==> src/hdl/rcs_pkg.sv <==
package rcs_pkg;
    // Bus map, byte addresses
    localparam logic [7:0] REG_CTRL = 8'h00;
    localparam logic [7:0] REG_FREQ_CMD = 8'h04;
    localparam logic [7:0] REG_SERIAL_CFG = 8'h08;
    localparam logic [7:0] REG_SERIAL_CMD = 8'h0C;
    localparam logic [7:0] REG_MF_FUNC_LO = 8'h10;
    localparam logic [7:0] REG_MF_FUNC_HI = 8'h14;
    localparam logic [7:0] REG_STATUS = 8'h18;
    localparam logic [7:0] REG_STEP_FIRST = 8'h20;
    localparam logic [7:0] REG_STEP_LAST = 8'h38;

    // Control fields
    localparam int CTRL_MODE_LSB = 0;
    localparam int CTRL_DIR_BIT = 2;
    localparam int CTRL_SRC_LSB = 4;
    localparam int CTRL_INHIBIT_LSB = 8;
    localparam int CTRL_POS_BIT = 10;
    localparam int CTRL_FRS_BIT = 11;
    localparam logic [31:0] CTRL_RESET = 32'h00000001;

    // Serial settings and command fields
    localparam int SER_PROTO_BIT = 0;
    localparam int SER_STATION_LSB = 8;
    localparam int SER_BAUD_LSB = 16;
    localparam logic [31:0] SERIAL_CFG_RESET = 32'h00030100;
    localparam int SCMD_RUN_BIT = 0;
    localparam int SCMD_REV_BIT = 1;

    // Terminal function codes, one byte lane per terminal
    localparam logic [31:0] MF_FUNC_LO_RESET = 32'h03020100;
    localparam logic [31:0] MF_FUNC_HI_RESET = 32'h07060504;
    localparam logic [4:0] FUNC_FWD_RUN = 5'h00;
    localparam logic [4:0] FUNC_REV_RUN = 5'h01;
    localparam logic [4:0] FUNC_STEP_BIT0 = 5'h05;

    // Drive modes, frequency sources, inhibit codes
    localparam logic [1:0] MODE_KEYPAD = 2'h0;
    localparam logic [1:0] MODE_TERM_A = 2'h1;
    localparam logic [1:0] MODE_TERM_B = 2'h2;
    localparam logic [1:0] MODE_SERIAL = 2'h3;
    localparam logic [3:0] SRC_KEYPAD_A = 4'h0;
    localparam logic [3:0] SRC_KEYPAD_B = 4'h1;
    localparam logic [3:0] SRC_BIPOLAR = 4'h2;
    localparam logic [1:0] INHIBIT_FWD = 2'h1;
    localparam logic [1:0] INHIBIT_REV = 2'h2;

    // Frequencies in 0.01 Hz
    localparam logic [15:0] FREQ_MAX = 16'h9C40;
    localparam logic [8*16-1:0] STEP_RESET = {16'h05DC, 16'h07D0, 16'h09C4, 16'h0BB8,
                                              16'h0BB8, 16'h07D0, 16'h03E8, 16'h0000};

    // Bus read latency in wait cycles
    localparam logic [1:0] READ_LOAD_CYCLE = 2'h1;
    localparam logic [1:0] READ_DONE_CYCLE = 2'h2;

    typedef enum logic [1:0] {
        RCS_IDLE = 2'b00,
        RCS_FWD = 2'b01,
        RCS_TURN = 2'b11,
        RCS_REV = 2'b10
    } rcs_state_type;
endpackage : rcs_pkg

==> src/hdl/rcs_run_ctrl.sv <==
// How it works
// RQ1: Step zero uses the ordinary frequency command
// RQ2: Seven stored step frequencies, zero to 400 Hz
// RQ3: Function codes 5,6,7 form step index bits
// RQ4: Keypad run key starts, stop key stops
// RQ5: Keypad run direction follows direction select
// RQ6: Remote keypad present disables built-in keys
// RQ7: Function codes 0 and 1 are forward/reverse
// RQ8: Mode 1: forward or reverse input runs
// RQ9: Mode 1: both or neither input stops
// RQ10: Mode 2: forward runs, reverse selects direction
// RQ11: Mode 3: serial link gives run commands
// RQ12: Negative bipolar input inverts commanded direction
// RQ13: Direction change decelerates to stop first
// RQ14: Inhibit setting blocks forward or reverse running
// RQ15: Power-on start runs with active terminal input
// RQ16: Fault restart runs if terminal still active
// RQ17: Power-on and fault restart only terminal modes
// RQ18: Source 2 takes reference from bipolar input
// RQ19: Disabled restart needs terminal cycled inactive first
// RQ20: Step frequency applied only while running
//
// Local design decisions: the register offsets and register access over Avalon-MM.
`timescale 1ns/100ps
module rcs_run_ctrl import rcs_pkg::*; #(
    parameter logic [31:0] CTRL_INIT = CTRL_RESET,
    parameter int ANALOG_W = 12
) (
    input wire logic mclk,
    input wire logic reset,
    input wire logic [7:0] avs_address,
    input wire logic avs_read,
    input wire logic avs_write,
    input wire logic [31:0] avs_writedata,
    input wire logic [3:0] avs_byteenable,
    output logic [31:0] avs_readdata,
    output logic avs_waitrequest,
    input wire logic mf_input_one,
    input wire logic mf_input_two,
    input wire logic mf_input_three,
    input wire logic mf_input_four,
    input wire logic mf_input_five,
    input wire logic step_bit0_in,
    input wire logic step_bit1_in,
    input wire logic step_bit2_in,
    input wire logic key_run,
    input wire logic key_stop,
    input wire logic remote_key_run,
    input wire logic remote_key_stop,
    input wire logic remote_keypad_present,
    input wire logic signed [ANALOG_W-1:0] bipolar_volt_in,
    input wire logic [15:0] analog_freq_in,
    input wire logic fault_active,
    input wire logic motor_stopped,
    output logic run_out,
    output logic reverse_out,
    output logic [15:0] target_freq,
    output logic serial_protocol_sel,
    output logic [7:0] station_number,
    output logic [2:0] baud_sel
);
    logic [31:0] ctrl;
    logic [15:0] freq_cmd;
    logic [31:0] serial_cfg;
    logic [1:0] serial_cmd;
    logic [31:0] mf_func_lo;
    logic [31:0] mf_func_hi;
    logic [1:0] rd_cnt;
    logic [31:0] rd_word;
    logic keypad_run_latch;
    logic term_block;
    logic first_cycle;
    logic fault_seen;
    logic step_from_sel;
    logic [15:0] sel_freq;
    logic [2:0] step_idx_q;
    rcs_state_type state;
    rcs_state_type next_state;

    function automatic logic [31:0] merge_be(input logic [31:0] old_val,
                                             input logic [31:0] new_val,
                                             input logic [3:0] be);
        logic [31:0] res;
        res = old_val;
        for (int b = 0; b < 4; b++) begin
            if (be[b]) begin
                res[b*8 +: 8] = new_val[b*8 +: 8];
            end
        end
        return res;
    endfunction : merge_be

    // Bus decode
    wire wr = avs_write;
    wire [31:0] freq_merge = merge_be({16'h0000, freq_cmd}, avs_writedata, avs_byteenable);
    wire rd_start = avs_read && (rd_cnt == 2'h0);
    wire hit_ctrl = (avs_address == REG_CTRL);
    wire hit_freq = (avs_address == REG_FREQ_CMD);
    wire hit_scfg = (avs_address == REG_SERIAL_CFG);
    wire hit_scmd = (avs_address == REG_SERIAL_CMD);
    wire hit_flo = (avs_address == REG_MF_FUNC_LO);
    wire hit_fhi = (avs_address == REG_MF_FUNC_HI);
    wire hit_stat = (avs_address == REG_STATUS);
    wire hit_step = (avs_address >= REG_STEP_FIRST) && (avs_address <= REG_STEP_LAST)
                    && (avs_address[1:0] == 2'b00);
    wire [7:0] step_off = avs_address - REG_STEP_FIRST;
    wire [2:0] bus_step_idx = step_off[4:2] + 3'h1;

    // Writes take effect at once; reads always wait two cycles so step
    // memory reads and register reads have the same latency.
    assign avs_waitrequest = avs_read && (rd_cnt != READ_DONE_CYCLE);

    always_ff @(posedge mclk) begin
        if (reset) begin
            rd_cnt <= 2'h0;
        end else if (avs_read && rd_cnt != READ_DONE_CYCLE) begin
            rd_cnt <= rd_cnt + 2'h1;
        end else begin
            rd_cnt <= 2'h0;
        end
    end

    // Settings registers
    always_ff @(posedge mclk) begin
        if (reset) begin
            ctrl <= CTRL_INIT;
            freq_cmd <= 16'h0000;
            serial_cfg <= SERIAL_CFG_RESET;
            serial_cmd <= 2'h0;
            mf_func_lo <= MF_FUNC_LO_RESET;
            mf_func_hi <= MF_FUNC_HI_RESET;
        end else if (wr) begin
            if (hit_ctrl) begin
                ctrl <= merge_be(ctrl, avs_writedata, avs_byteenable);
            end
            if (hit_freq) begin
                freq_cmd <= freq_merge[15:0];
            end
            if (hit_scfg) begin
                serial_cfg <= merge_be(serial_cfg, avs_writedata, avs_byteenable);
            end
            if (hit_scmd && avs_byteenable[0]) begin
                serial_cmd <= avs_writedata[1:0]; // RQ11
            end
            if (hit_flo) begin
                mf_func_lo <= merge_be(mf_func_lo, avs_writedata, avs_byteenable);
            end
            if (hit_fhi) begin
                mf_func_hi <= merge_be(mf_func_hi, avs_writedata, avs_byteenable);
            end
        end
    end

    wire [1:0] drive_mode = ctrl[CTRL_MODE_LSB +: 2];
    wire keypad_direction_sel = ctrl[CTRL_DIR_BIT];
    wire [3:0] freq_source = ctrl[CTRL_SRC_LSB +: 4];
    wire [1:0] run_inhibit = ctrl[CTRL_INHIBIT_LSB +: 2];
    wire power_on_start_en = ctrl[CTRL_POS_BIT];
    wire fault_restart_en = ctrl[CTRL_FRS_BIT];
    assign serial_protocol_sel = serial_cfg[SER_PROTO_BIT];
    assign station_number = serial_cfg[SER_STATION_LSB +: 8];
    assign baud_sel = serial_cfg[SER_BAUD_LSB +: 3];

    // Terminal decode
    wire forward_run_in;
    wire reverse_run_in;
    wire [2:0] step_idx;
    rcs_term_decode #(
        .TERMS(8)
    ) u_decode (
        .term_in({step_bit2_in, step_bit1_in, step_bit0_in, mf_input_five,
                  mf_input_four, mf_input_three, mf_input_two, mf_input_one}),
        .term_func({mf_func_hi, mf_func_lo}),
        .forward_run_in(forward_run_in),
        .reverse_run_in(reverse_run_in),
        .step_sel(step_idx)
    );

    // Step frequency memory; the bus borrows the read port in the first cycle of step reads
    wire bus_step_rd = rd_start && hit_step;
    wire [2:0] mem_rd_addr = bus_step_rd ? bus_step_idx : step_idx;
    wire [15:0] mem_rd_data;
    rcs_step_mem #(
        .WIDTH(16),
        .DEPTH(8),
        .ADDR_W(3)
    ) u_steps (
        .mclk(mclk),
        .reset(reset),
        .wr_en(wr && hit_step), // RQ2
        .wr_addr(bus_step_idx),
        .wr_data(avs_writedata[15:0]),
        .wr_be(avs_byteenable[1:0]),
        .rd_addr(mem_rd_addr),
        .rd_data(mem_rd_data)
    );

    // Step zero follows the frequency source; bipolar source takes magnitude
    wire src_keypad = (freq_source == SRC_KEYPAD_A) || (freq_source == SRC_KEYPAD_B);
    wire [15:0] step0_freq = src_keypad ? freq_cmd : analog_freq_in; // RQ1 RQ18
    wire [15:0] raw_freq = (step_idx_q == 3'h0) ? step0_freq : mem_rd_data; // RQ1
    wire [15:0] clamp_freq = (raw_freq > FREQ_MAX) ? FREQ_MAX : raw_freq; // RQ2

    always_ff @(posedge mclk) begin
        if (reset) begin
            step_from_sel <= 1'b0;
            step_idx_q <= 3'h0;
            sel_freq <= 16'h0000;
        end else begin
            step_from_sel <= !bus_step_rd;
            step_idx_q <= step_idx;
            // Hold the last good value while the bus owns the read port
            if (step_from_sel && step_idx_q == step_idx) begin
                sel_freq <= clamp_freq;
            end
        end
    end

    // Keypad run latch
    wire eff_run_key = remote_keypad_present ? remote_key_run : key_run; // RQ6
    wire eff_stop_key = remote_keypad_present ? remote_key_stop : key_stop; // RQ6
    wire keypad_mode = (drive_mode == MODE_KEYPAD);

    always_ff @(posedge mclk) begin
        if (reset) begin
            keypad_run_latch <= 1'b0;
        end else if (!keypad_mode || eff_stop_key || fault_active) begin
            keypad_run_latch <= 1'b0; // RQ4
        end else if (eff_run_key && sel_freq != 16'h0000) begin
            keypad_run_latch <= 1'b1; // RQ4
        end
    end

    // Terminal run request per drive mode
    wire term_mode = (drive_mode == MODE_TERM_A) || (drive_mode == MODE_TERM_B);
    wire mode_a_run = forward_run_in ^ reverse_run_in; // RQ8 RQ9
    wire term_run = (drive_mode == MODE_TERM_A) ? mode_a_run : forward_run_in; // RQ10
    wire term_rev = reverse_run_in; // RQ8 RQ10

    // Start qualification after power-up and after a fault clears.
    // A terminal already on at that moment is held off unless the matching
    // enable is set, so a terminal never starts the motor by surprise.
    wire fault_cleared = fault_seen && !fault_active;
    always_ff @(posedge mclk) begin
        if (reset) begin
            first_cycle <= 1'b1;
            fault_seen <= 1'b0;
            term_block <= 1'b1;
        end else begin
            first_cycle <= 1'b0;
            fault_seen <= fault_active;
            if (first_cycle) begin
                term_block <= !(power_on_start_en && term_mode); // RQ15 RQ17 RQ19
            end else if (fault_cleared) begin
                term_block <= !(fault_restart_en && term_mode); // RQ16 RQ17 RQ19
            end else if (!term_run) begin
                term_block <= 1'b0; // RQ19
            end
        end
    end

    // Combine sources
    logic cmd_run;
    logic cmd_rev;
    always_comb begin
        case (drive_mode)
            MODE_KEYPAD: begin
                cmd_run = keypad_run_latch; // RQ4
                cmd_rev = keypad_direction_sel; // RQ5
            end
            MODE_TERM_A, MODE_TERM_B: begin
                cmd_run = term_run && !term_block; // RQ15 RQ16
                cmd_rev = term_rev;
            end
            MODE_SERIAL: begin
                cmd_run = serial_cmd[SCMD_RUN_BIT]; // RQ11
                cmd_rev = serial_cmd[SCMD_REV_BIT]; // RQ11
            end
            default: begin
                cmd_run = 1'b0;
                cmd_rev = 1'b0;
            end
        endcase
    end

    wire volt_negative = bipolar_volt_in[ANALOG_W-1];
    wire want_rev = cmd_rev ^ ((freq_source == SRC_BIPOLAR) && volt_negative); // RQ12
    wire inhibited = ((run_inhibit == INHIBIT_FWD) && !want_rev)
                     || ((run_inhibit == INHIBIT_REV) && want_rev); // RQ14
    wire want_run = cmd_run && !inhibited && !fault_active && !fault_seen; // RQ19

    // Direction sequencer
    always_comb begin
        case (state)
            RCS_IDLE: begin
                if (want_run) begin
                    next_state = want_rev ? RCS_REV : RCS_FWD;
                end else begin
                    next_state = RCS_IDLE;
                end
            end
            RCS_FWD: begin
                if (!want_run) begin
                    next_state = RCS_IDLE;
                end else if (want_rev) begin
                    next_state = RCS_TURN; // RQ13
                end else begin
                    next_state = RCS_FWD;
                end
            end
            RCS_REV: begin
                if (!want_run) begin
                    next_state = RCS_IDLE;
                end else if (!want_rev) begin
                    next_state = RCS_TURN; // RQ13
                end else begin
                    next_state = RCS_REV;
                end
            end
            RCS_TURN: begin
                if (!want_run || motor_stopped) begin
                    next_state = RCS_IDLE; // RQ13
                end else begin
                    next_state = RCS_TURN;
                end
            end
            default: begin
                next_state = RCS_IDLE;
            end
        endcase
    end

    wire next_running = (next_state == RCS_FWD) || (next_state == RCS_REV);
    always_ff @(posedge mclk) begin
        if (reset) begin
            state <= RCS_IDLE;
            run_out <= 1'b0;
            reverse_out <= 1'b0;
            target_freq <= 16'h0000;
        end else begin
            state <= next_state;
            run_out <= (next_state != RCS_IDLE);
            // Direction is frozen through the turn so the ramp brakes correctly
            if (next_running) begin
                reverse_out <= (next_state == RCS_REV);
            end
            target_freq <= next_running ? sel_freq : 16'h0000; // RQ20 RQ13
        end
    end

    // Read data
    logic [31:0] status_word;
    assign status_word = {target_freq, 7'h00, keypad_run_latch, term_block,
                          step_idx, run_out, reverse_out, state};
    always_comb begin
        if (hit_step) begin
            rd_word = {16'h0000, mem_rd_data};
        end else if (hit_ctrl) begin
            rd_word = ctrl;
        end else if (hit_freq) begin
            rd_word = {16'h0000, freq_cmd};
        end else if (hit_scfg) begin
            rd_word = serial_cfg;
        end else if (hit_scmd) begin
            rd_word = {30'h00000000, serial_cmd};
        end else if (hit_flo) begin
            rd_word = mf_func_lo;
        end else if (hit_fhi) begin
            rd_word = mf_func_hi;
        end else if (hit_stat) begin
            rd_word = status_word;
        end else begin
            rd_word = 32'h00000000;
        end
    end

    always_ff @(posedge mclk) begin
        if (reset) begin
            avs_readdata <= 32'h00000000;
        end else if (avs_read && rd_cnt == READ_LOAD_CYCLE) begin
            avs_readdata <= rd_word;
        end
    end
endmodule : rcs_run_ctrl

==> src/hdl/rcs_step_mem.sv <==
`timescale 1ns/100ps
module rcs_step_mem import rcs_pkg::*; #(
    parameter int WIDTH = 16,
    parameter int DEPTH = 8,
    parameter int ADDR_W = 3
) (
    input wire logic mclk,
    input wire logic reset,
    input wire logic wr_en,
    input wire logic [ADDR_W-1:0] wr_addr,
    input wire logic [WIDTH-1:0] wr_data,
    input wire logic [1:0] wr_be,
    input wire logic [ADDR_W-1:0] rd_addr,
    output logic [WIDTH-1:0] rd_data
);
    logic [WIDTH-1:0] mem [0:DEPTH-1];

    always_ff @(posedge mclk) begin
        if (reset) begin
            for (int i = 0; i < DEPTH; i++) begin
                mem[i] <= STEP_RESET[i*16 +: 16];
            end
            rd_data <= '0;
        end else begin
            if (wr_en && wr_be[0]) begin
                mem[wr_addr][7:0] <= wr_data[7:0];
            end
            if (wr_en && wr_be[1]) begin
                mem[wr_addr][WIDTH-1:8] <= wr_data[WIDTH-1:8];
            end
            rd_data <= mem[rd_addr];
        end
    end
endmodule : rcs_step_mem

==> src/hdl/rcs_term_decode.sv <==
`timescale 1ns/100ps
module rcs_term_decode import rcs_pkg::*; #(
    parameter int TERMS = 8
) (
    input wire logic [TERMS-1:0] term_in,
    input wire logic [TERMS*8-1:0] term_func,
    output logic forward_run_in,
    output logic reverse_run_in,
    output logic [2:0] step_sel
);
    logic [TERMS-1:0] hit_fwd;
    logic [TERMS-1:0] hit_rev;
    logic [TERMS-1:0] hit_s0;
    logic [TERMS-1:0] hit_s1;
    logic [TERMS-1:0] hit_s2;

    genvar g;
    generate
        for (g = 0; g < TERMS; g++) begin : gen_term
            wire [4:0] code = term_func[g*8 +: 5];
            assign hit_fwd[g] = term_in[g] && (code == FUNC_FWD_RUN); // RQ7
            assign hit_rev[g] = term_in[g] && (code == FUNC_REV_RUN); // RQ7
            assign hit_s0[g] = term_in[g] && (code == FUNC_STEP_BIT0); // RQ3
            assign hit_s1[g] = term_in[g] && (code == FUNC_STEP_BIT0 + 5'h01); // RQ3
            assign hit_s2[g] = term_in[g] && (code == FUNC_STEP_BIT0 + 5'h02); // RQ3
        end
    endgenerate

    assign forward_run_in = |hit_fwd;
    assign reverse_run_in = |hit_rev;
    assign step_sel = {|hit_s2, |hit_s1, |hit_s0}; // RQ3
endmodule : rcs_term_decode

==> config.mk <==
export PLATFORM = sky130hd
export DESIGN_NAME = rcs_run_ctrl
export DESIGN_NICKNAME = d
export VERILOG_FILES = /design/src/hdl/rcs_pkg.sv /design/src/hdl/rcs_run_ctrl.sv /design/src/hdl/rcs_step_mem.sv /design/src/hdl/rcs_term_decode.sv
export SDC_FILE = /design/constraint.sdc
export NUM_CORES = 1
export LEC_CHECK = 0
export BUFFER_PORTS_ARGS = -buffer_cell sky130_fd_sc_hd__buf_2
export CAP_MARGIN = 20
export CELL_PAD_IN_SITES_DETAIL_PLACEMENT = 1
export CELL_PAD_IN_SITES_GLOBAL_PLACEMENT = 2
export CORE_MARGIN = 2
export CORE_UTILIZATION = 38
export CTS_CLUSTER_SIZE = 8
export DETAILED_ROUTE_END_ITERATION = 7
export PLACE_DENSITY_LB_ADDON = 0.1
export SLEW_MARGIN = 5
export SYNTH_ARGS = -nofsm -noshare
export SYNTH_HDL_FRONTEND = slang
export SYNTH_HIERARCHICAL = 1
export SYNTH_SLANG_ARGS = --single-unit
==> constraint.sdc <==
create_clock -name mclk -period 3.7 [get_ports mclk]
set_clock_uncertainty 0.2 [all_clocks]
set_input_delay 0.555 -clock mclk [delete_from_list [all_inputs] [get_ports mclk]]
set_output_delay 0.555 -clock mclk [all_outputs]
set_load 0.01 [all_outputs]
# Yosys cells after proc, flatten, opt, wreduce, memory -nomap -nowiden
# Memories as Yosys holds them, arrays and structs flattened. A register that Yosys moved wholly into a read port is not among the register bits.
# Cells that the tools add are included.
[word_totals]
ramBits = 128
wordCells = 261
reg_bits = 224
memories = 1
[memory_table]
columns = ["memory", "words", "width", "read_ports", "rd_ports_with_merged_regs", "write_ports", "line_no", "source"]
rows = [
  ["u_steps.mem", 8, 16, 1, 1, 8, "rcs_step_mem.sv:16", "logic [WIDTH-1:0] mem [0:DEPTH-1];"],
]
[classes]
bitwise_logic = 4
n_reduce_logical = 125
eq_ne = 54
n_addsub = 3
n_lt_le_gt_ge = 3
n_mux = 39
[ops]
columns = ["cell", "count"]
rows = [
  ["2-to-1 mux 32 bit", 8],
  ["== test 5 x 3 -> 1 bit (second input constant)", 24],
  ["2-to-1 mux 16 bit", 4],
  ["logical AND 1 bit", 62],
  ["AND reduction 3 bit", 18],
  ["== test 5 x 1 -> 1 bit (second input constant)", 8],
  ["logical NOT 5 bit", 8],
  ["OR reduction 8 bit", 5],
  ["== test 8 x 5 -> 1 bit (second input constant)", 3],
  ["== test 8 x 4 -> 1 bit (second input constant)", 2],
  ["greater-than comparator 16 bit (second input constant)", 1],
  ["nonzero test 16 bit", 1],
  ["OR reduction 16 bit", 1],
  ["2-to-1 mux 1 bit", 15],
  ["2-to-1 mux 2 bit", 7],
  ["== test 2 bit (second input constant)", 6],
  ["== test 2 x 1 -> 1 bit (second input constant)", 5],
  ["logical NOT 1 bit", 10],
  ["== test 8 x 3 -> 1 bit (second input constant)", 1],
  ["greater-or-equal comparator 8 x 6 -> 1 bit (second input constant)", 1],
  ["less-or-equal comparator 8 x 6 -> 1 bit (second input constant)", 1],
  ["logical NOT 2 bit", 4],
  ["logical NOT 8 bit", 1],
  ["case mux 2 bit (4 select lines)", 1],
  ["other kinds (18)", 31],
]

# Logic depth before layout (Yosys ltp)
# Gate-level depths: netlist of the first run.
[logic_depth]
ltp_word = 20
ltp_mapped = 14
mapped_depth_nobuf = 13

# Modules after synthesis
# The synthesis of the first run kept the hierarchy.
[by_module_without_submodules]
columns = ["module", "instances", "area_each_um2", "seq_area_each_um2", "cells_per_inst"]
rows = [
  ["rcs_run_ctrl", 1, 10252.3, 4484.3, 1228],
  ["rcs_step_mem", 1, 6241.0, 4164.0, 396],
  ["rcs_term_decode", 1, 505.5, 0.0, 74],
]

# Worst setup path before layout of the first run
# Ideal clock, no wire load.
[synth_timing]
path_type = "in2reg"
from = "input port mf_input_two"
to = "register target_freq[10]"
arrival_ps = 3056
setup_time_ps = 59
slack_ps = 385
path_buffers = 1
stages = 13
path_cell_list = "or4b_1 o32ai_2 nor2_1 nand3_1 nand2_1 xnor2_1 a221oi_1 a311oi_1 o211ai_1 ha_1 nor2_1 clkbuf_1 and2_1"
[synth_via]
elab_chain_len = 19
elab_cells_between_ends = 33
classes_between = "2 x eq/ne; 11 x mux; 3 x bitwise; 17 x reduce/logical"
[synth_rtl]
columns = ["item", "line_no", "source"]
rows = [
  ["start: declaration", "rcs_run_ctrl.sv:39", "input wire logic mf_input_two,"],
  ["logical AND 1 bit (*)", "rcs_term_decode.sv:22", "assign hit_rev[g] = term_in[g] && (code == FUNC_REV_RUN);"],
  ["OR reduction 8 bit (*)", "rcs_term_decode.sv:30", "assign reverse_run_in = |hit_rev;"],
  ["via reverse_run_in", "rcs_run_ctrl.sv:166", "wire reverse_run_in;"],
  ["case mux 1 bit (3 select lines)", "rcs_run_ctrl.sv:266", "case (drive_mode)"],
  ["bitwise XOR 1 bit", "rcs_run_ctrl.sv:287", "wire want_rev = cmd_rev ^ ((freq_source == SRC_BIPOLAR) && volt_negative);"],
  ["logical NOT 1 bit", "--", ""],
  ["logical AND 1 bit", "rcs_run_ctrl.sv:288", "wire inhibited = ((run_inhibit == INHIBIT_FWD) && !want_rev)"],
  ["logical OR 1 bit", "rcs_run_ctrl.sv:289", "|| ((run_inhibit == INHIBIT_REV) && want_rev);"],
  ["(+4 left out)", "--", ""],
  ["logical NOT 1 bit", "rcs_run_ctrl.sv:321", "if (!want_run || motor_stopped) begin"],
  ["logical OR 1 bit", "rcs_run_ctrl.sv:321", ""],
  ["2-to-1 mux 2 bit", "rcs_run_ctrl.sv:321", ""],
  ["case mux 2 bit (4 select lines) (*)", "rcs_run_ctrl.sv:294", "case (state)"],
  ["== test 2 x 1 -> 1 bit / == test 2 bit (equally long branches)", "rcs_run_ctrl.sv:333", "wire next_running = (next_state == RCS_FWD) || (next_state == RCS_REV);"],
  ["logical OR 1 bit (*)", "rcs_run_ctrl.sv:333", ""],
  ["inverter 1 bit (no source line) (*)", "--", ""],
  ["OR reduction 2 bit (no source line) (*)", "--", ""],
  ["end signal: assignment", "rcs_run_ctrl.sv:347", "target_freq <= next_running ? sel_freq : 16'h0000;"],
  ["end: declaration", "rcs_run_ctrl.sv:57", "output logic [15:0] target_freq,"],
]
# Mark *: on every way through the listed nets, which the timed path passes. The rest lies on a longest branch.
# A chain may end at the register's enable or synchronous reset.

# Final worst setup path of the first run
[layout_timing]
from = "register mf_func_lo[12]"
to = "register sel_freq[14]"
[layout_via]
elab_chain_len = 5
elab_cells_between_ends = 11
classes_between = "4 x eq/ne; 7 x reduce/logical"
[layout_rtl]
columns = ["item", "line_no", "source"]
rows = [
  ["start: declaration", "rcs_run_ctrl.sv:66", "logic [31:0] mf_func_lo;"],
  ["start signal: assignment", "rcs_run_ctrl.sv:146", "mf_func_lo <= merge_be(mf_func_lo, avs_writedata, avs_byteenable);"],
  ["== test 5 x 3 -> 1 bit", "rcs_term_decode.sv:24", "assign hit_s1[g] = term_in[g] && (code == FUNC_STEP_BIT0 + 5'h01);"],
  ["logical AND 1 bit", "rcs_term_decode.sv:24", ""],
  ["OR reduction 8 bit", "rcs_term_decode.sv:31", "assign step_sel = {|hit_s2, |hit_s1, |hit_s0};"],
  ["via step_idx[1]", "rcs_run_ctrl.sv:167", "wire [2:0] step_idx;"],
  ["== test 3 bit", "rcs_run_ctrl.sv:213", "if (step_from_sel && step_idx_q == step_idx) begin"],
  ["logical AND 1 bit", "rcs_run_ctrl.sv:213", ""],
  ["end signal: assignment", "rcs_run_ctrl.sv:214", "sel_freq <= clamp_freq;"],
  ["end: declaration", "rcs_run_ctrl.sv:75", "logic [15:0] sel_freq;"],
]
# The timed path passes the listed nets, and every way through them passes these cells.

==> results.toml, run 1 <==
[run_status]
outcome = "finished clean"

[cells_and_area]
final_cell_mix = "dfxtp_1, nand2_1, nor2_1, buf_2, edfxtp_1"
postLayoutCoreUtil = 0.455
n_fill_cell = 4945
final_common_cell = "dfxtp_1"
final_cells = 2484
drive_gt1_frac = 0.191
syn_to_final_growth_pct = 18.3
antenna_cells = 0
final_area_mm2 = 0.0201
nets = 1972

[critical_path]
criticalPathCategory = "reg2reg"
arrival_ns = 3.78
r2r_slack_ns = 0.24
worstSetupStartpointType = "flip-flop"
r2r_start = "mf_func_lo[12]"
endpoint_kind = "flip-flop"
cp_max_fo = 3
required_ns = 4.02
cp-startpoint = "mf_func_lo[12]"

[synth]
syn-num-nets = 1802
synth_top_area_share = 0.283
async_reset_ff_frac = 0
synth.distinct_cells = 71
ys_seq_area_frac = 0.509
ys_top_cells_by_area = "dfxtp_1, edfxtp_1, mux2i_1, nand2_1, mux4_2"
syn_area_mm2 = 0.0170
synthFlopType = "dfxtp_1"
netlist_instances = 1698
synth-seq-cells = 368
synth_edf_count = 128
synth_area_per_cell_um2 = 10.0
yosys_warnings = 6
synth.largest_area_cell = "dfxtp_1"

[clocking]
clock_path_buffers = 3
cts.clk_slew.worst_paths_ns = 0.05
cts_hold_buf = 0
cts.sink_count = 368
cts_tree = "done"
clockRootBuffer = "clkbuf_16"
htree_levels = 2
postCtsSetupBuffers = 0
clkLatencyLatePin_ns = 0.60
cts_buffers = 52

[placement]
dp.cells = 2406
port_buffers = 142
preCtsSetupSlack_ns = -0.435
routabilityCongestion = 0.829
post_dp_cell_area_mm2 = 0.0187
hpwlAfterDp_um = 43100

[timing]
period_share = 0.935
worstMarginPinSlew_ns = 1.09
rsz0062_at_grt = "false"
fin_ws_ns = 0.240
setup_violations = 0
finalHoldViolations = 0
fmax_mhz = 289
relSlewSlack = 0.273
final-max-slew-violation-count = 0
period_needed_ns = 3.46

[power_and_ir_drop]
p_per_area_mw_per_mm2 = 470
leakage_nw = 7.48
vdd_ir_drop_max_mv = 0.331
power_mw = 9.46

[drt]
routedWlPerCell_um = 24.6
vias_per_cell = 5.67
first_pass_iters = 8
drt_iter0_markers = 1138
postRouteAntennaNets = 0
dr_total_vias = 14100
drc = 0
wl_um = 61000

[global_routing]
grt_overflow_total = 0
antenna_found_initial = 1
grt_pass1_wl_um = 92200
grt_max_degree = 95
first_global_vias = 14600
gr-usage-all-layers = 0.262

[floorplanning]
core_area_mm2 = 0.0442
dieArea_mm2 = 0.0464
die_x_um = 216
start_util = 0.384
io_pins = 154
core.rowCount = 77
fp.dieH_um = 216

[job]
cap_viol_max_count = 0

[hold_path]
min-delay-start = "avs_writedata[26]"
hold_path.class = "in2reg"
-- synthesized netlist by cell type, drive strengths merged, types with 8 or more instances --
master	instances
a211oi	9
mux2i	106
a31oi	9
clkbuf	74
a221o	8
a221oi	8
ha	13
edfxtp	128
o21ai	69
nand2b	13
nor2b	23
nor3	19
nor4b	8
o22ai	26
and2	107
buf	34
nor2	182
dfxtp	240
nand3b	8
a222oi	18
nand2	209
nand3	31
a22oi	35
mux4	32
inv	14
or2	18
or3	45
a21oi	123
-- cell type report --
| cell class | instances | area [um^2] | area share |
|---|---|---|---|
| sequential | 368 | 8650 | 0.430 |
| multi-input combinational | 1208 | 7840 | 0.390 |
| clock buffer | 74 | 1390 | 0.0693 |
| timing repair buffer | 224 | 1380 | 0.0688 |
| tap | 592 | 741 | 0.0368 |
| inverter | 14 | 52.6 | 0.00261 |
| clock inverter | 4 | 51.3 | 0.00255 |
-- worst max-delay path, cell delays in order (launching register included) --
cell       delay (ns)
dfxtp_1          0.32
buf_4            0.12
and4bb_1         0.26
nand2_1          0.11
o22ai_1          0.09
or4_1            0.66
buf_4            0.22
xnor2_1          0.20
nand4_1          0.20
a2111oi_0        0.67
buf_4            0.22
a21oi_1          0.03
nor2_1           0.07
-- state kept, by name, summed over array words and instances (netlist names), 3 cells and up --
| name | count |
|---|---|
| avs_readdata | 32 |
| ctrl | 32 |
| freq_cmd | 16 |
| mf_func_hi | 32 |
| mf_func_lo | 32 |
| sel_freq | 16 |
| serial_cfg | 32 |
| step_idx_q | 3 |
| target_freq | 16 |
| u_steps/mem | 128 |
| u_steps/rd_data | 16 |
-- kinds of logic (layout without fill, tap and decap cells) --
kind of cell    Yosys count  after routing  share of synthesized area
xor+xnor                  6              6                    0.00309
fa+ha+maj                13             13                    0.00957
simple gates            704            704                      0.210
mux                     141            141                      0.107
compound gates          344            344                      0.130
buf+inv                 122            316                     0.0318
flops                   368            368                      0.509
-- final timing paths --
check              endpoint  cells after the start
max            sel_freq[14]                     12
min reg2reg        ctrl[26]                      2
min          mf_func_lo[26]                      3
max reg2reg    sel_freq[14]                     12
-- per-stage QoR --
stage          setup TNS [ns]  hold WS [ns]
4_1_cts                     0        0.0143
3_3_place_gp            -3.62         0.241
6_report                    0        0.0429
3_5_place_dp            -6.73         0.248
5_1_grt                     0        0.0353
2_1_floorplan               0         0.236
-- where the power goes --
part / switching (mW) / internal [mW] / total (mW)
clock: 1.79 / 2.58 / 4.37
sequential: 0.0772 / 4.29 / 4.37
combinational: 0.462 / 0.249 / 0.712
total: 2.33 / 7.12 / 9.46
-- routing by layer --
layer / routed length [um] / global-route usage / part of all wire / vias up
met5: 0 / 0 / 0 / -
met4: 1120 / 0.0662 / 0.018 / 0
met3: 3350 / 0.0364 / 0.055 / 78
met2: 27800 / 0.420 / 0.46 / 404
met1: 28700 / 0.373 / 0.47 / 7094
li1: - / - / - / 6501
-- repair_timing --
action / in CTS / in global routing
pin swaps: 0 / 1
resized for setup: 1 / 2
setup endpoints to repair: 16 / 16
(Power assumes the default switching activity.)
==> run 2: changes to the inputs <==
Settings changed: SYNTH_HIERARCHICAL 1 to not set.
Clock period 3.7 ns to 3.58 ns, I/O delays scaled along.
==> run 2 against run 1 <==
- clock power grew 3%
- first-iteration DRC count shrank 12%
- largest cell class unchanged
- worst setup slack gained 0.11 ns
- via count grew 4.0%
- global-route usage grew 0.95 points
- maximum frequency grew 7.2%
- critical path type unchanged
- clock-buffer cell count grew 3
==> results.toml, run 2 <==
[run_status]
outcome = "finished clean"

[floorplanning]
dieArea_mm2 = 0.0468
io_pins = 154
die_x_um = 216
core_area_mm2 = 0.0443
core.rowCount = 77
fp.dieH_um = 216
start_util = 0.386

[cells_and_area]
largest_register_ffs = 128
n_fill_cell = 5072
drive_gt1_frac = 0.172
syn_to_final_growth_pct = 18.5
final_common_cell = "nand2_1"
antenna_cells = 0
final_area_mm2 = 0.0203
multiInputGateArea_mm2 = 0.00790
final_cell_mix = "nand2_1, dfxtp_1, a21oi_1, buf_2, edfxtp_1"
nets = 2093
regMostFlops = "u_steps.mem"
regArea_mm2 = 0.00865

[critical_path]
crit_buf_inv = 1
arrival_ns = 3.54
endpoint_kind = "flip-flop"
cp_max_fo = 16
criticalPathCategory = "reg2reg"
cp_cell_sequence = "or4b_4 -> nor3b_1 -> buf_4 -> nor3_1 -> o2bb2ai_1 -> a221o_1 -> or2_2 -> ha_1 -> nor2b_4 -> and2_1"
worst_path_max_delay_cell = "or4b_4"
worstSetupStartpointType = "flip-flop"
cpPeakStageDelay_ns = 0.58
required_ns = 3.90
critPathTopFamily = "simple AND/OR/NAND/NOR gates"

[timing]
fmax_mhz = 310
relSlewSlack = 0.423
period_share = 0.901
final-max-slew-violation-count = 0
period_needed_ns = 3.23
rsz0062_at_grt = "false"
setup_violations = 0
finalHoldViolations = 0
worstMarginPinSlew_ns = 0.864
final.setup.tns_ns = 0

[drt]
dr_total_vias = 14600
wl_um = 64300
top_layer_used = "met4"
vias_per_cell = 5.62
wl_met1_um = 29400
routedWlPerCell_um = 24.7
drc = 0
first_pass_iters = 5
drt_iter0_markers = 1007
met2_length_um = 30100
postRouteAntennaNets = 0
wl_met3_um = 3150

[synth]
yosys_warnings = 0
synth.largest_area_cell = "dfxtp_1"
ys_top_cells_by_area = "dfxtp_1, edfxtp_1, nand2_1, a21oi_1, mux2i_1"
ys_seq_area_frac = 0.505
synthFlopType = "dfxtp_1"
async_reset_ff_frac = 0
synth_top_area_share = 0.281
synth_commonest_cells = "nand2_1, dfxtp_1, a21oi_1, edfxtp_1, nor2_1"
netlist_instances = 1822
syn-num-nets = 1926
synth.distinct_cells = 79
synth_edf_count = 128
synth-seq-cells = 368
yosysMostFrequentCell = "nand2_1"
synth_area_per_cell_um2 = 9.39
syn_area_mm2 = 0.0171

[clocking]
cts_buffers = 52
htree_levels = 2
cts_tree = "done"
cts.sink_count = 368
clock_path_buffers = 3
clockRootBuffer = "clkbuf_16"
clkLatencyLatePin_ns = 0.60
cts.clk_slew.worst_paths_ns = 0.05

[power_and_ir_drop]
p_per_area_mw_per_mm2 = 478
leakage_nw = 7.47
vdd_ir_drop_max_mv = 0.392

[global_routing]
grt_overflow_total = 0
gr-usage-all-layers = 0.272
antenna_found_initial = 0
first_global_vias = 15100
grt_max_degree = 55
grt_pass1_wl_um = 95600

[placement]
hpwlAfterDp_um = 46100
port_buffers = 142
routabilityCongestion = 0.863
post_dp_cell_area_mm2 = 0.0188

[job]
cap_viol_max_count = 0

[hold_path]
hold_path.class = "in2reg"
==> run 2: routing by layer <==
layer,GRT usage,up-vias
met1,0.372,7310
met5,0,-
met4,0.0792,0
li1,-,6873
met3,0.0375,85
met2,0.447,375
==> run 2: path summary, 6_finish.rpt <==
| path | from | to | slack, ns | cells past startpoint |
|---|---|---|---|---|
| max reg2reg | mf_func_lo[1] | target_freq[2] | 0.35 | 10 |
| max | mf_func_lo[1] | target_freq[2] | 0.35 | 10 |
| min | avs_writedata[28] | serial_cfg[28] | 0.04 | 3 |
| min reg2reg | mf_func_lo[29] | mf_func_lo[29] | 0.25 | 2 |
==> run 2: worst reg2reg max path: stages, from the launching register on <==
cell and delay (ns):
dfxtp_1 0.36, or4b_4 0.58, nor3b_1 0.20, buf_4 0.16, nor3_1 0.06, o2bb2ai_1 0.15
a221o_1 0.36, or2_2 0.28, ha_1 0.32, nor2b_4 0.30, and2_1 0.18
==> run 2: logic make-up (layout without fill, tap and decap cells) <==
family	Yosys count	in the layout	synth area share
simple gates	783	783	0.229
compound gates	435	435	0.171
flops	368	368	0.505
buf+inv	141	334	0.0366
mux	78	78	0.0461
fa+ha+maj	13	13	0.00950
xor+xnor	4	4	0.00205
==> run 2: final cells by class <==
| class | count | share of cell area |
|---|---|---|
| timing repair buffer | 239 | 0.0744 |
| tap | 592 | 0.0365 |
| sequential | 368 | 0.427 |
| clock buffer | 77 | 0.0688 |
| inverter | 15 | 0.00278 |
| clock inverter | 3 | 0.00167 |
| multi-input combinational | 1313 | 0.389 |
==> run 2: power by group <==
group,leakage [nW],internal [mW],switching (mW)
Clock,0.686,2.65,1.84
Sequential,3.18,4.44,0.0890
Combinational,3.60,0.224,0.449
Total,7.47,7.31,2.38
==> run 2: what timing repair did <==
item	CTS	global route
hold buffers	0	0
endpoints found under the setup margin	16	16
buffers inserted	0	0
gates resized for setup	1	3
==> run 2: metrics by stage <==
stage | power, mW | util | hold slack (ns) | setup WS (ns) | cells
final | 9.69 | 0.458 | 0.0379 | 0.353 | 2607
after global routing | 9.97 | 0.458 | 0.0284 | 0.124 | 2607
after CTS | 9.76 | 0.457 | 0.00191 | 0.109 | 2607
after detailed placement | 5.28 | 0.425 | 0.249 | -0.337 | 2527
after global placement | 5.27 | 0.425 | 0.241 | -0.309 | 2527
after floorplan | 4.93 | - | 0.227 | 0.292 | 1822
==> run 3: changes to the inputs <==
Settings changed: CORE_UTILIZATION 38 to 41.
Clock period 3.58 ns to 3.9 ns, I/O delays scaled along.
==> run 3 against run 2 <==
- die area shrank 7.2%
- routed wire length fell by 3.4%
- register-to-register slack improved by 0.06 ns
- worst setup slack improved by 0.059 ns
- non-clock buffer count down 28
- power down 7.8%
- sequential cell count did not move
- worst hold slack better by 0.040 ns
- cell area fell by 1.5%
- largest cell class unchanged
==> results.toml, run 3 (synthesis gave the netlist of run 2 again) <==
[run_status]
outcome = "finished clean"

[cells_and_area]
postLayoutCoreUtil = 0.487
largest_register_ffs = 128
final_cell_mix = "nand2_1, dfxtp_1, a21oi_1, buf_2, edfxtp_1"
drive_gt1_frac = 0.159
final_area_mm2 = 0.0200
regMostFlops = "u_steps.mem"
nets = 2065
antenna_cells = 0
syn_to_final_growth_pct = 16.7
final_common_cell = "nand2_1"
final_cells = 2520

[critical_path]
cpPeakStageDelay_ns = 0.67
r2r_slack_ns = 0.41
endpoint_kind = "flip-flop"
critPathTopFamily = "simple AND/OR/NAND/NOR gates"
criticalPathCategory = "reg2reg"
cp_max_fo = 16
crit_buf_inv = 0
cp_cell_sequence = "nor4b_1 -> a32oi_1 -> nand4_1 -> nor3_1 -> o2bb2ai_1 -> a221o_1 -> or2_2 -> ha_1 -> nor2b_2 -> and2_1"
arrival_ns = 3.81
worst_path_max_delay_cell = "nor4b_1"
worstSetupStartpointType = "flip-flop"
required_ns = 4.23

[timing]
fin_ws_ns = 0.412
rsz0062_at_grt = "false"
fmax_mhz = 287
timing.hold.ws_ns = 0.0777
setup_violations = 0
period_needed_ns = 3.49
final.setup.tns_ns = 0
worstMarginPinSlew_ns = 0.925
relSlewSlack = 0.383
finalHoldViolations = 0
final-max-slew-violation-count = 0
period_share = 0.894

[job]
cap_viol_max_count = 0

[clocking]
clkLatencyLatePin_ns = 0.60
cts_tree = "done"
clock_path_buffers = 3
htree_levels = 2
cts.sink_count = 368
cts.clk_slew.worst_paths_ns = 0.05
postCtsSetupBuffers = 0
cts_buffers = 52
cts_resized = 0
clockRootBuffer = "clkbuf_16"
cts_hold_buf = 0

[drt]
postRouteAntennaNets = 0
routedWlPerCell_um = 24.6
drt_iter0_markers = 1150
drc = 0
vias_per_cell = 5.82
first_pass_iters = 5
dr_total_vias = 14700
wl_um = 62100

[power_and_ir_drop]
p_per_area_mw_per_mm2 = 447
p_comb_frac = 0.068
vdd_ir_drop_max_mv = 0.432
clkPwrFrac = 0.466
power.internal_mw = 6.75
switchingPower_mw = 2.18
power_mw = 8.93
seq_power_share = 0.466
leakage_nw = 7.33
netSwitchingFraction = 0.244

[global_routing]
first_global_vias = 14900
grt_max_degree = 82
antenna_found_initial = 0
grt_pass1_wl_um = 93300
grt_overflow_total = 0
gr-usage-all-layers = 0.286

[floorplanning]
dieArea_mm2 = 0.0434
io_pins = 154
die_x_um = 208
core.rowCount = 74
core_area_mm2 = 0.0410
fp.dieH_um = 208
start_util = 0.417

[placement]
hpwlAfterDp_um = 45200
port_buffers = 142
preCtsSetupSlack_ns = -0.0850
dp.cells = 2439
post_dp_cell_area_mm2 = 0.0185
routabilityCongestion = 0.867

[hold_path]
hold_path.class = "in2reg"
run 3: changes by cell type in the layout (fill, tap and decap cells not counted), sizes merged:
cell,before,now
buf,239,211
clkbuf,77,78
clkinv,2,1
inv,16,17
run 3: tightest hold or removal path, stage by stage:
cell and delay [ns]:
buf_2 0.13, nand2_1 0.06, a21oi_1 0.05
run 3: layer usage:
layer | vias up | GRT usage | wire length [um]
met3 | 126 | 0.0403 | 3470
met2 | 434 | 0.461 | 28600
li1 | 6828 | - | -
met1 | 7270 | 0.387 | 27500
met4 | 0 | 0.114 | 2420
met5 | - | 0 | 0
run 3: path summary, 6_finish.rpt:
check	from	endpoint	cells past startpoint
worst max-delay path	mf_func_lo[10]	target_freq[9]	10
worst min-delay path	avs_writedata[23]	serial_cfg[23]	3
worst max register to register	mf_func_lo[10]	target_freq[9]	10
worst min register to register	ctrl[15]	ctrl[15]	2
run 3: area by class of cell:
cell class | count | area [um^2]
fillers | 4635 | 21000
repair buffers | 211 | 1260
clock inverters | 3 | 45.0
flip-flops and latches | 368 | 8650
multi-input cells | 1313 | 7880
well taps | 532 | 666
inverters | 15 | 56.3
clock buffers | 78 | 1420
run 3: power groups by stage:
stage / clock network (mW) / logic (mW) / registers [mW]
floorplan: 0 / 0.344 / 4.18
global placement: 0 / 0.591 / 4.23
detailed placement: 0 / 0.604 / 4.23
CTS: 4.23 / 0.607 / 4.16
global route: 4.39 / 0.655 / 4.16
finish: 4.17 / 0.608 / 4.16
